$ cat src/esw_pkg.sv
// Constants and types for the execution and exception state word
package esw_pkg;
    // ----------------------------------------
    // Register map (byte addresses)
    // ----------------------------------------
    localparam logic [11:0] PSW_ADDR = 12'h000;
    localparam logic [11:0] EXEC_VIEW_ADDR = 12'h004;
    localparam logic [11:0] INTR_VIEW_ADDR = 12'h008;
    localparam logic [11:0] CTRL_ADDR = 12'h00c;
    localparam logic [11:0] STAT_ADDR = 12'h010;
    // ----------------------------------------
    // Field positions
    // ----------------------------------------
    localparam int ISB_POS = 24;
    localparam int UPR_LO = 25;
    localparam int UPR_HI = 26;
    localparam int LWR_LO = 10;
    localparam int LWR_HI = 15;
    localparam int IDX_LO = 12;
    localparam int IDX_HI = 15;
    localparam int EXN_LO = 0;
    localparam int EXN_HI = 5;
    // ----------------------------------------
    // Reset values and codes
    // ----------------------------------------
    localparam logic ISB_RESET = 1'h1;
    localparam logic [7:0] CSTATE_RESET = 8'h00;
    localparam logic [5:0] EXN_RESET = 6'h00;
    localparam logic [5:0] EXN_SYS_LO = 6'h02;
    localparam logic [5:0] EXN_SYS_HI = 6'h0f;
    localparam logic [5:0] EXN_IRQ_LO = 6'h10;
    localparam logic [5:0] EXN_IRQ_HI = 6'h3b;
    localparam logic [3:0] COND_BLOCK_MAX = 4'h4;
    // Control register bits
    localparam int CTRL_FAULT_CLR = 0;
    localparam int CTRL_LOCK_CLR = 1;
    // Status register bits
    localparam int STAT_FAULT = 0;
    localparam int STAT_LOCK = 1;
    localparam int STAT_RESUME = 2;
    localparam int STAT_INBLOCK = 3;

    typedef enum logic [1:0] {
        ESW_ST_RUN,
        ESW_ST_SUSPENDED,
        ESW_ST_LOCKUP
    } esw_state_e;

    // Core event carrier
    typedef struct packed {
        logic xchg_branch;
        logic [31:0] target_addr;
        logic exc_entry;
        logic [31:0] vector_value;
        logic [5:0] exc_number;
        logic exc_return;
        logic [31:0] stacked_status_word;
        logic multi_interrupted;
        logic [3:0] next_reg_index;
        logic cond_block_start;
        logic [7:0] cond_block_bits;
        logic cond_block_step;
        logic exec_attempt;
        logic in_handler;
    } esw_core_ev_s;

    // Answer to the core
    typedef struct packed {
        logic exec_fault;
        logic lockup;
        logic resume_valid;
        logic [3:0] resume_index;
        logic cond_active;
    } esw_core_ans_s;
endpackage

$ cat src/esw_ahb_slave.sv
// AHB-Lite register slave for the state word block
`timescale 1ns/10ps
module esw_ahb_slave
    import esw_pkg::*;
(
    input wire logic hclk,
    input wire logic hresetn,
    input wire logic hsel,
    input wire logic [11:0] haddr,
    input wire logic [1:0] htrans,
    input wire logic hwrite,
    input wire logic [2:0] hsize,
    input wire logic hready,
    input wire logic [31:0] hwdata,
    output logic [31:0] hrdata,
    output logic hreadyout,
    output logic hresp,
    output logic wr_stb,
    output logic [11:0] wr_addr,
    output logic [31:0] wr_data,
    input wire logic [31:0] rd_psw,
    input wire logic [31:0] rd_exec,
    input wire logic [31:0] rd_intr,
    input wire logic [31:0] rd_stat
);
    logic dp_write;
    logic [11:0] dp_addr;
    logic take;

    assign take = hsel & hready & htrans[1];

    // ----------------------------------------
    // Address phase capture
    // ----------------------------------------
    always_ff @(posedge hclk or negedge hresetn)
    begin
        if (!hresetn)
        begin
            dp_write <= 1'b0;
            dp_addr <= 12'h000;
        end
        else
        begin
            dp_write <= take & hwrite;
            dp_addr <= take ? haddr : dp_addr;
        end
    end

    // ----------------------------------------
    // Read data, registered at address phase
    // ----------------------------------------
    // Unmapped reads return zero; views expose only their own fields
    always_ff @(posedge hclk or negedge hresetn)
    begin
        if (!hresetn)
            hrdata <= 32'h0000_0000;
        else if (take && !hwrite)
        begin
            unique case (haddr)
                PSW_ADDR: hrdata <= rd_psw;
                EXEC_VIEW_ADDR: hrdata <= rd_exec;
                INTR_VIEW_ADDR: hrdata <= rd_intr;
                STAT_ADDR: hrdata <= rd_stat;
                default: hrdata <= 32'h0000_0000;
            endcase
        end
    end

    assign hreadyout = 1'b1;
    assign hresp = 1'b0;
    assign wr_stb = dp_write;
    assign wr_addr = dp_addr;
    assign wr_data = hwdata;
endmodule

$ cat src/esw_state_word.sv
// Execution and exception state word of the core
`timescale 1ns/10ps
module esw_state_word
    import esw_pkg::*;
(
    input wire logic hclk,
    input wire logic hresetn,
    input wire logic hsel,
    input wire logic [11:0] haddr,
    input wire logic [1:0] htrans,
    input wire logic hwrite,
    input wire logic [2:0] hsize,
    input wire logic hready,
    input wire logic [31:0] hwdata,
    output logic [31:0] hrdata,
    output logic hreadyout,
    output logic hresp,
    input wire esw_core_ev_s core_ev,
    output esw_core_ans_s core_ans,
    output logic exn_reserved
);
    // ----------------------------------------
    // State
    // ----------------------------------------
    logic isb;
    logic [7:0] cstate;
    logic [5:0] exn;
    logic fault;
    logic lock;
    logic [2:0] cond_left;
    esw_state_e state;
    logic wr_stb;
    logic [11:0] wr_addr;
    logic [31:0] wr_data;
    logic [31:0] psw;
    logic [31:0] exec_view;
    logic [31:0] intr_view;
    logic [31:0] stat_word;
    logic bad_exec;
    logic [1:0] rst_sync;
    logic rst_n;

    function automatic logic exn_is_reserved(input logic [5:0] n);
        exn_is_reserved = (n != EXN_RESET) &&
            !((n >= EXN_SYS_LO) && (n <= EXN_SYS_HI)) &&
            !((n >= EXN_IRQ_LO) && (n <= EXN_IRQ_HI));
    endfunction

    // ----------------------------------------
    // Reset synchroniser
    // ----------------------------------------
    // Release is timed to the clock so no flop leaves reset mid-setup
    always_ff @(posedge hclk or negedge hresetn)
    begin
        if (!hresetn)
            rst_sync <= 2'b00;
        else
            rst_sync <= {rst_sync[0], 1'b1};
    end

    assign rst_n = rst_sync[1];

    // ----------------------------------------
    // Register bus
    // ----------------------------------------
    esw_ahb_slave u_bus (
        .hclk(hclk),
        .hresetn(rst_n),
        .hsel(hsel),
        .haddr(haddr),
        .htrans(htrans),
        .hwrite(hwrite),
        .hsize(hsize),
        .hready(hready),
        .hwdata(hwdata),
        .hrdata(hrdata),
        .hreadyout(hreadyout),
        .hresp(hresp),
        .wr_stb(wr_stb),
        .wr_addr(wr_addr),
        .wr_data(wr_data),
        .rd_psw(psw),
        .rd_exec(exec_view),
        .rd_intr(intr_view),
        .rd_stat(stat_word)
    );

    // ----------------------------------------
    // Read views
    // ----------------------------------------
    // reserved read zero
    always_comb
    begin
        psw = 32'h0000_0000;
        psw[ISB_POS] = isb;
        psw[UPR_HI:UPR_LO] = cstate[7:6];
        psw[LWR_HI:LWR_LO] = cstate[5:0];
        psw[EXN_HI:EXN_LO] = exn;
        exec_view = psw & 32'h0700_fc00;
        intr_view = psw & 32'h0000_003f;
    end

    assign stat_word = {28'h0000000, (state == ESW_ST_RUN) && (cond_left != 3'h0),
                        state == ESW_ST_SUSPENDED, lock, fault};

    // ----------------------------------------
    // Instruction-set state bit
    // ----------------------------------------
    always_ff @(posedge hclk or negedge rst_n)
    begin
        if (!rst_n)
            isb <= ISB_RESET;
        else if (core_ev.exc_entry)
            isb <= core_ev.vector_value[0];
        else if (core_ev.exc_return)
            isb <= core_ev.stacked_status_word[ISB_POS];
        else if (core_ev.xchg_branch)
            isb <= core_ev.target_addr[0];
    end

    // ----------------------------------------
    // Execution fault and lockup
    // ----------------------------------------
    assign bad_exec = core_ev.exec_attempt && !isb;

    always_ff @(posedge hclk or negedge rst_n)
    begin
        if (!rst_n)
        begin
            fault <= 1'b0;
            lock <= 1'b0;
        end
        else
        begin
            // fault or lockup
            // Set wins over a software clear in the same cycle
            if (bad_exec && !core_ev.in_handler)
                fault <= 1'b1;
            else if (wr_stb && wr_addr == CTRL_ADDR && wr_data[CTRL_FAULT_CLR])
                fault <= 1'b0;
            if (bad_exec && core_ev.in_handler)
                lock <= 1'b1;
            else if (wr_stb && wr_addr == CTRL_ADDR && wr_data[CTRL_LOCK_CLR])
                lock <= 1'b0;
        end
    end

    // ----------------------------------------
    // Resume / conditional block state
    // ----------------------------------------
    always_ff @(posedge hclk or negedge rst_n)
    begin
        if (!rst_n)
        begin
            cstate <= CSTATE_RESET;
            cond_left <= 3'h0;
            state <= ESW_ST_RUN;
        end
        else if (core_ev.exc_return)
        begin
            cstate <= {core_ev.stacked_status_word[UPR_HI:UPR_LO],
                       core_ev.stacked_status_word[LWR_HI:LWR_LO]};
            state <= ESW_ST_RUN;
        end
        else if (core_ev.multi_interrupted)
        begin
            cstate <= {2'b00, core_ev.next_reg_index, 2'b00};
            cond_left <= 3'h0;
            state <= ESW_ST_SUSPENDED;
        end
        else if (core_ev.cond_block_start)
        begin
            cstate <= core_ev.cond_block_bits;
            cond_left <= COND_BLOCK_MAX[2:0];
        end
        else if (core_ev.cond_block_step && cond_left != 3'h0)
        begin
            // Mask shifts left; block ends when mask drains or on the fourth step
            cond_left <= cond_left - 3'h1;
            if (cstate[3:0] == 4'h8 || cond_left == 3'h1)
            begin
                cstate <= 8'h00;
                cond_left <= 3'h0;
            end
            else
                cstate <= {cstate[7:5], cstate[3:0], 1'b0};
        end
        else if (lock)
            state <= ESW_ST_LOCKUP;
        else if (state == ESW_ST_LOCKUP)
            // Lockup ends once software clears the sticky flag
            state <= ESW_ST_RUN;
    end

    // ----------------------------------------
    // Active exception number
    // ----------------------------------------
    always_ff @(posedge hclk or negedge rst_n)
    begin
        if (!rst_n)
        begin
            exn <= EXN_RESET;
            exn_reserved <= 1'b0;
        end
        else if (core_ev.exc_entry)
        begin
            exn <= core_ev.exc_number;
            exn_reserved <= exn_is_reserved(core_ev.exc_number);
        end
        else if (core_ev.exc_return)
        begin
            exn <= core_ev.stacked_status_word[EXN_HI:EXN_LO];
            exn_reserved <= exn_is_reserved(core_ev.stacked_status_word[EXN_HI:EXN_LO]);
        end
    end

    // ----------------------------------------
    // Core answer
    // ----------------------------------------
    always_ff @(posedge hclk or negedge rst_n)
    begin
        if (!rst_n)
            core_ans <= '0;
        else
        begin
            core_ans.exec_fault <= bad_exec && !core_ev.in_handler;
            core_ans.lockup <= lock || (bad_exec && core_ev.in_handler);
            core_ans.resume_valid <= core_ev.exc_return &&
                core_ev.stacked_status_word[UPR_HI:UPR_LO] == 2'b00 &&
                core_ev.stacked_status_word[LWR_HI:IDX_LO] != 4'h0;
            core_ans.resume_index <= core_ev.stacked_status_word[IDX_HI:IDX_LO];
            core_ans.cond_active <= cond_left != 3'h0;
        end
    end

    // ----------------------------------------
    // Assertions
    // ----------------------------------------
    // Properties skip reset; reset values are checked by the bench over the bus and at the core ports
    a_vector_load: assert property (@(posedge hclk) disable iff (!rst_n)
        core_ev.exc_entry |=> isb == $past(core_ev.vector_value[0]))
        else $error("state bit not loaded from vector");
    a_branch_load: assert property (@(posedge hclk) disable iff (!rst_n)
        core_ev.xchg_branch && !core_ev.exc_entry && !core_ev.exc_return
        |=> psw[ISB_POS] == $past(core_ev.target_addr[0]))
        else $error("state bit not loaded from target");
    a_return_load: assert property (@(posedge hclk) disable iff (!rst_n)
        core_ev.exc_return && !core_ev.exc_entry
        |=> isb == $past(core_ev.stacked_status_word[ISB_POS]))
        else $error("state bit not restored");
    a_bad_exec: assert property (@(posedge hclk) disable iff (!rst_n)
        core_ev.exec_attempt && !isb |=> core_ans.exec_fault || core_ans.lockup)
        else $error("execution with clear state bit not refused");
    a_reserved_zero: assert property (@(posedge hclk) disable iff (!rst_n)
        psw[23:16] == 8'h00 && psw[9:6] == 4'h0)
        else $error("reserved bits nonzero");
    a_resume_index: assert property (@(posedge hclk) disable iff (!rst_n)
        core_ev.multi_interrupted && !core_ev.exc_return
        |=> psw[IDX_HI:IDX_LO] == $past(core_ev.next_reg_index)
            && psw[11:10] == 2'b00 && psw[26:25] == 2'b00)
        else $error("resume state malformed");
    a_view_split: assert property (@(posedge hclk) disable iff (!rst_n)
        intr_view[31:6] == 26'h0 && exec_view[EXN_HI:EXN_LO] == 6'h00)
        else $error("view carries foreign field");
    a_exn_track: assert property (@(posedge hclk) disable iff (!rst_n)
        core_ev.exc_entry |=> intr_view[EXN_HI:EXN_LO] == $past(core_ev.exc_number)
            && exn_reserved == ($past(core_ev.exc_number) > EXN_IRQ_HI ||
               $past(core_ev.exc_number) == 6'h01))
        else $error("exception number wrong");
    a_block_len: assert property (@(posedge hclk) disable iff (!rst_n)
        cond_left <= COND_BLOCK_MAX[2:0])
        else $error("block longer than four");
    a_isb_hold: assert property (@(posedge hclk) disable iff (!rst_n)
        !core_ev.exc_entry && !core_ev.exc_return && !core_ev.xchg_branch |=> $stable(isb))
        else $error("state bit changed without cause");
    a_exn_return: assert property (@(posedge hclk) disable iff (!rst_n)
        core_ev.exc_return && !core_ev.exc_entry
        |=> exn == $past(core_ev.stacked_status_word[EXN_HI:EXN_LO]))
        else $error("exception number not restored");
    a_resume_valid: assert property (@(posedge hclk) disable iff (!rst_n)
        core_ev.exc_return && core_ev.stacked_status_word[UPR_HI:UPR_LO] == 2'b00
            && core_ev.stacked_status_word[IDX_HI:IDX_LO] != 4'h0
        |=> core_ans.resume_valid
            && core_ans.resume_index == $past(core_ev.stacked_status_word[IDX_HI:IDX_LO]))
        else $error("resume index not handed back");
    a_suspend_flag: assert property (@(posedge hclk) disable iff (!rst_n)
        core_ev.multi_interrupted && !core_ev.exc_return |=> state == ESW_ST_SUSPENDED)
        else $error("suspended transfer not recorded");
    a_cond_open: assert property (@(posedge hclk) disable iff (!rst_n)
        core_ev.cond_block_start && !core_ev.exc_return && !core_ev.multi_interrupted
        |=> cond_left == COND_BLOCK_MAX[2:0] && cstate == $past(core_ev.cond_block_bits))
        else $error("block opener not loaded");
    a_step_clear: assert property (@(posedge hclk) disable iff (!rst_n)
        core_ev.cond_block_step && cond_left == 3'h1 && !core_ev.exc_return
            && !core_ev.multi_interrupted && !core_ev.cond_block_start
        |=> cond_left == 3'h0 && cstate == 8'h00)
        else $error("block not closed after last step");
    a_fault_set: assert property (@(posedge hclk) disable iff (!rst_n)
        bad_exec && !core_ev.in_handler |=> fault)
        else $error("fault flag not set");
    a_lock_set: assert property (@(posedge hclk) disable iff (!rst_n)
        bad_exec && core_ev.in_handler |=> lock)
        else $error("lockup flag not set");
    a_lockup_out: assert property (@(posedge hclk) disable iff (!rst_n)
        lock |=> core_ans.lockup)
        else $error("lockup not reported to core");

    // ----------------------------------------
    // Cover points
    // ----------------------------------------
    c_block: cover property (@(posedge hclk) disable iff (!rst_n)
        core_ev.cond_block_start ##1 cond_left == 3'h4);
    c_suspend: cover property (@(posedge hclk) disable iff (!rst_n)
        state == ESW_ST_SUSPENDED ##[1:20] core_ans.resume_valid);
    c_lock: cover property (@(posedge hclk) disable iff (!rst_n) state == ESW_ST_LOCKUP);
    c_lock_exit: cover property (@(posedge hclk) disable iff (!rst_n)
        state == ESW_ST_LOCKUP ##1 state == ESW_ST_RUN);
    c_reserved: cover property (@(posedge hclk) disable iff (!rst_n) exn_reserved);
endmodule
$ cat config.mk
export PLATFORM = sky130hd
export DESIGN_NAME = esw_state_word
export DESIGN_NICKNAME = d
export VERILOG_FILES = /design/src/esw_pkg.sv /design/src/esw_ahb_slave.sv /design/src/esw_state_word.sv
export SDC_FILE = /design/constraint.sdc
export NUM_CORES = 1
export LEC_CHECK = 0
export ABC_AREA = 1
export BUFFER_PORTS_ARGS = -buffer_cell sky130_fd_sc_hd__buf_2
export CAP_MARGIN = 20
export CORE_UTILIZATION = 29
export DETAILED_ROUTE_END_ITERATION = 7
export PLACE_DENSITY = 0.73
export RECOVER_POWER = 50
export SETUP_SLACK_MARGIN = 0.2
export SYNTH_ARGS = -nofsm -noshare
export SYNTH_HDL_FRONTEND = slang
export SYNTH_SLANG_ARGS = --single-unit
$ cat constraint.sdc
create_clock -name hclk -period 2 [get_ports hclk]
set_clock_uncertainty 0.2 [all_clocks]
set_input_delay 0.4 -clock hclk [delete_from_list [all_inputs] [get_ports hclk]]
set_output_delay 0.4 -clock hclk [all_outputs]
set_load 0.1 [all_outputs]
==> flow_summary.yaml <==
global_route:
  use_met3: 0.0316
  gr-total-overflow: 0
  grt_first_pass_wirelength_mm: 12.9
  grtUsageMet1: 0.192
  grt_usage: 0.149
  use_met2: 0.238
  grt_antenna_before_repair: 0
  grt_start_max_net_pins: 28
  grt_pass1_vias: 2767
  top_usage_layer: "met2"
yosys:
  yosysWarningCount: 0
  synth_cells: 376
  avgSynthCellArea_sq_um: 8.44
  synth_area_leaders: "dfrtp_1, nand2_1, nand3_1, buf_4, inv_1"
  synth_top_area_frac: 0.473
  ys_seq_area_frac: 0.482
  async_flop_share: 1.00
  synth-seq-cells: 61
  synth_ff_type: "dfrtp_1"
  synth_area_sq_mm: 0.00317
  yosysUniqueCellTypes: 38
  synth.most_common_cell: "nand2_1"
  synth_edf_count: 0
  yosysTopAreaCell: "dfrtp_1"
  ys_top_cells_by_count: "nand2_1, dfrtp_1, nand3_1"
clock_network:
  clk_pin_slew_ns: 0.07
  cts_setup_buffers: 0
  root_buffer: "clkbuf_8"
  htreeDepth: 3
  cts-buffers-inserted: 9
  cts_tree: "built"
  clk_latency_ns: 0.35
  cts_buffer_depth: 2
  clock_sinks: 61
route:
  totalWireLength_mm: 7.84
  detail-route-antenna-nets: 0
  first_pass_iters: 4
  routedWlPerCell_um: 12.8
  via_per_inst: 4.51
  dr.first_iter.drc_count: 117
  drc: 0
  route.vias.total: 2767
pwr:
  seqPwrFrac: 0.424
  pwr-share-clk: 0.375
  ir_worst_vdd_mv: 0.354
  p_sw_mw: 1.04
  leakage_nw: 2.03
  p_int_mw: 2.26
  switching_share: 0.316
  combPwrFrac: 0.201
  powerDensity_mw_per_mm2: 844
  power_mw: 3.31
status:
  status: "finished clean"
sta:
  worst_pin_slew_ns: 1.00
  worst_slack_ns: 0.262
  finalMaxSlewViolations: 0
  rsz0062_at_grt: "false"
  final-setup-viol-count: 0
  fmaxAchievable_mhz: 575
  hold_slack_ns: 0.0188
  min_period_ns: 1.74
  fin_crit_sh: 0.869
  final-hold-violation-count: 0
  setup_tns_ns: 0
  slew_headroom: 0.332
setup_path:
  crit_path_end_kind: "output pin"
  startpoint: "u_bus.hrdata[24]$_DFFE_PN0P_"
  cp_slowest_cell: "buf_2"
  cp_max_fo: 2
  critPathRequiredTime_ns: 1.40
  criticalPathCategory: "register to output pin"
  cp.buffers_inverters: 1
  path_depth: 1
  slowest_delay_ns: 0.44
  r2r_end: "cstate[4]$_DFFE_PN0P_"
  reg2reg_depth: 11
  cp-endpoint: "hrdata[24]"
  crit_chain: "buf_2"
  worstPathArrival_ns: 1.14
  cp_top_family: "buffers and inverters"
  worst_setup_path_start_kind: "register"
  timing.rr.start: "cond_left[0]$_DFFE_PN0P_"
  r2r_slack_ns: 0.34
cells_and_area:
  fillCellCount: 1116
  drive_gt1_frac: 0.277
  diodes: 0
  area_delta_synth_final_pct: 23.6
  fin_nets: 651
placed_design:
  post-place-ws_ns: 0.300
  dp_hpwl_mm: 6.20
  io_buffer_count: 86
  finalWeightedCongestion: 0.855
floorplanning:
  io-pin-count: 219
  die-area_sq_mm: 0.0114
  start_util: 0.303
  die_height_um: 107
  fp.dieW_um: 107
  row_count: 37
  core-area_sq_mm: 0.0105
flow_run:
  max_cap_viol_count: 0
hold_path:
  hold_class: "input port to register"
[placed cells by master (no fill, tap or decap), drive strengths merged, types with 5 or more instances in the layout]
cell type | netlist | layout
nand2 | 101 | 101
conb | 2 | 20
dlygate4sd3 | 0 | 5
nand4 | 13 | 13
inv | 36 | 36
a21oi | 14 | 14
nand3 | 37 | 37
nor3 | 5 | 5
nor2 | 40 | 40
o21ai | 15 | 15
clkbuf | 2 | 20
dfrtp | 60 | 60
buf | 25 | 81
clkinv | 3 | 5
[power groups by stage]
| stage | Sequential [mW] | Clock [mW] | Combinational [mW] |
|---|---|---|---|
| 2_1_floorplan | 1.51 | 0 | 0.425 |
| 3_3_place_gp | 1.42 | 0 | 0.649 |
| 3_5_place_dp | 1.43 | 0 | 0.661 |
| 4_1_cts | 1.40 | 1.27 | 0.672 |
| 5_1_grt | 1.42 | 1.33 | 0.728 |
| 6_report | 1.40 | 1.24 | 0.665 |
[how the worst min path moves through the flow]
| stage | startpoint | end | cells after the start |
|---|---|---|---|
| floorplan | hresetn | rst_sync[0]$_DFF_PN0_ | 0 |
| global placement | hresetn | rst_sync[0]$_DFF_PN0_ | 1 |
| detailed placement | hresetn | rst_sync[0]$_DFF_PN0_ | 1 |
| CTS | core_ev[43] | core_ans[5]$_DFF_PN0_ | 2 |
| global route | core_ev[0] | core_ans[7]$_DFF_PN0_ | 2 |
| finish | core_ev[43] | core_ans[5]$_DFF_PN0_ | 2 |
[metal layers]
layer | vias to the layer above | routed length, um
met5 | - | 0
met4 | 0 | 150
met3 | 12 | 348
met2 | 85 | 3690
met1 | 1284 | 3650
li1 | 1386 | -
[cell families after synthesis]
logic type	share of synthesized area
other	0.00237
muxes	0.0107
AOI/OAI and AO/OA	0.0769
and+or+nand+nor	0.301
adders and majority gates	0.0118
DFF	0.482
buffers and inverters	0.116
[sequential cells by signal, indices dropped and copies added, names as in the netlist]
name / count
u_bus.wr_addr: 12
cond_left: 3
exn_reserved: 1
exn: 6
u_bus.hrdata: 15
core_ans: 8
state: 2
lock: 1
rst_sync: 2
cstate: 8
fault: 1
isb: 1
u_bus.wr_stb: 1
[through the flow]
step	util	cells	instance area, sq um
2_1_floorplan	-	394	3240
3_5_place_dp	0.350	592	3660
3_3_place_gp	0.350	592	3660
6_report	0.375	613	3920
4_1_cts	0.376	613	3940
5_1_grt	0.375	613	3920
[cell type report]
cell class	instances	area (sq um)	area share
Timing Repair Buffer	94	507	0.129
Clock inverter	4	70.1	0.0179
Tap cell	136	170	0.0434
Inverter	39	151	0.0386
Sequential cell	61	1530	0.390
Clock buffer	12	155	0.0396
Multi-Input combinational cell	267	1340	0.342
[what timing repair did]
action / 4_1_cts / 5_1_grt
resized for setup: 0 / 3
hold buffers: 5 / 0
hold endpoints to repair: 6 / 0
endpoints found under the setup margin: 0 / 5
Power figures use the tool's default switching activity.
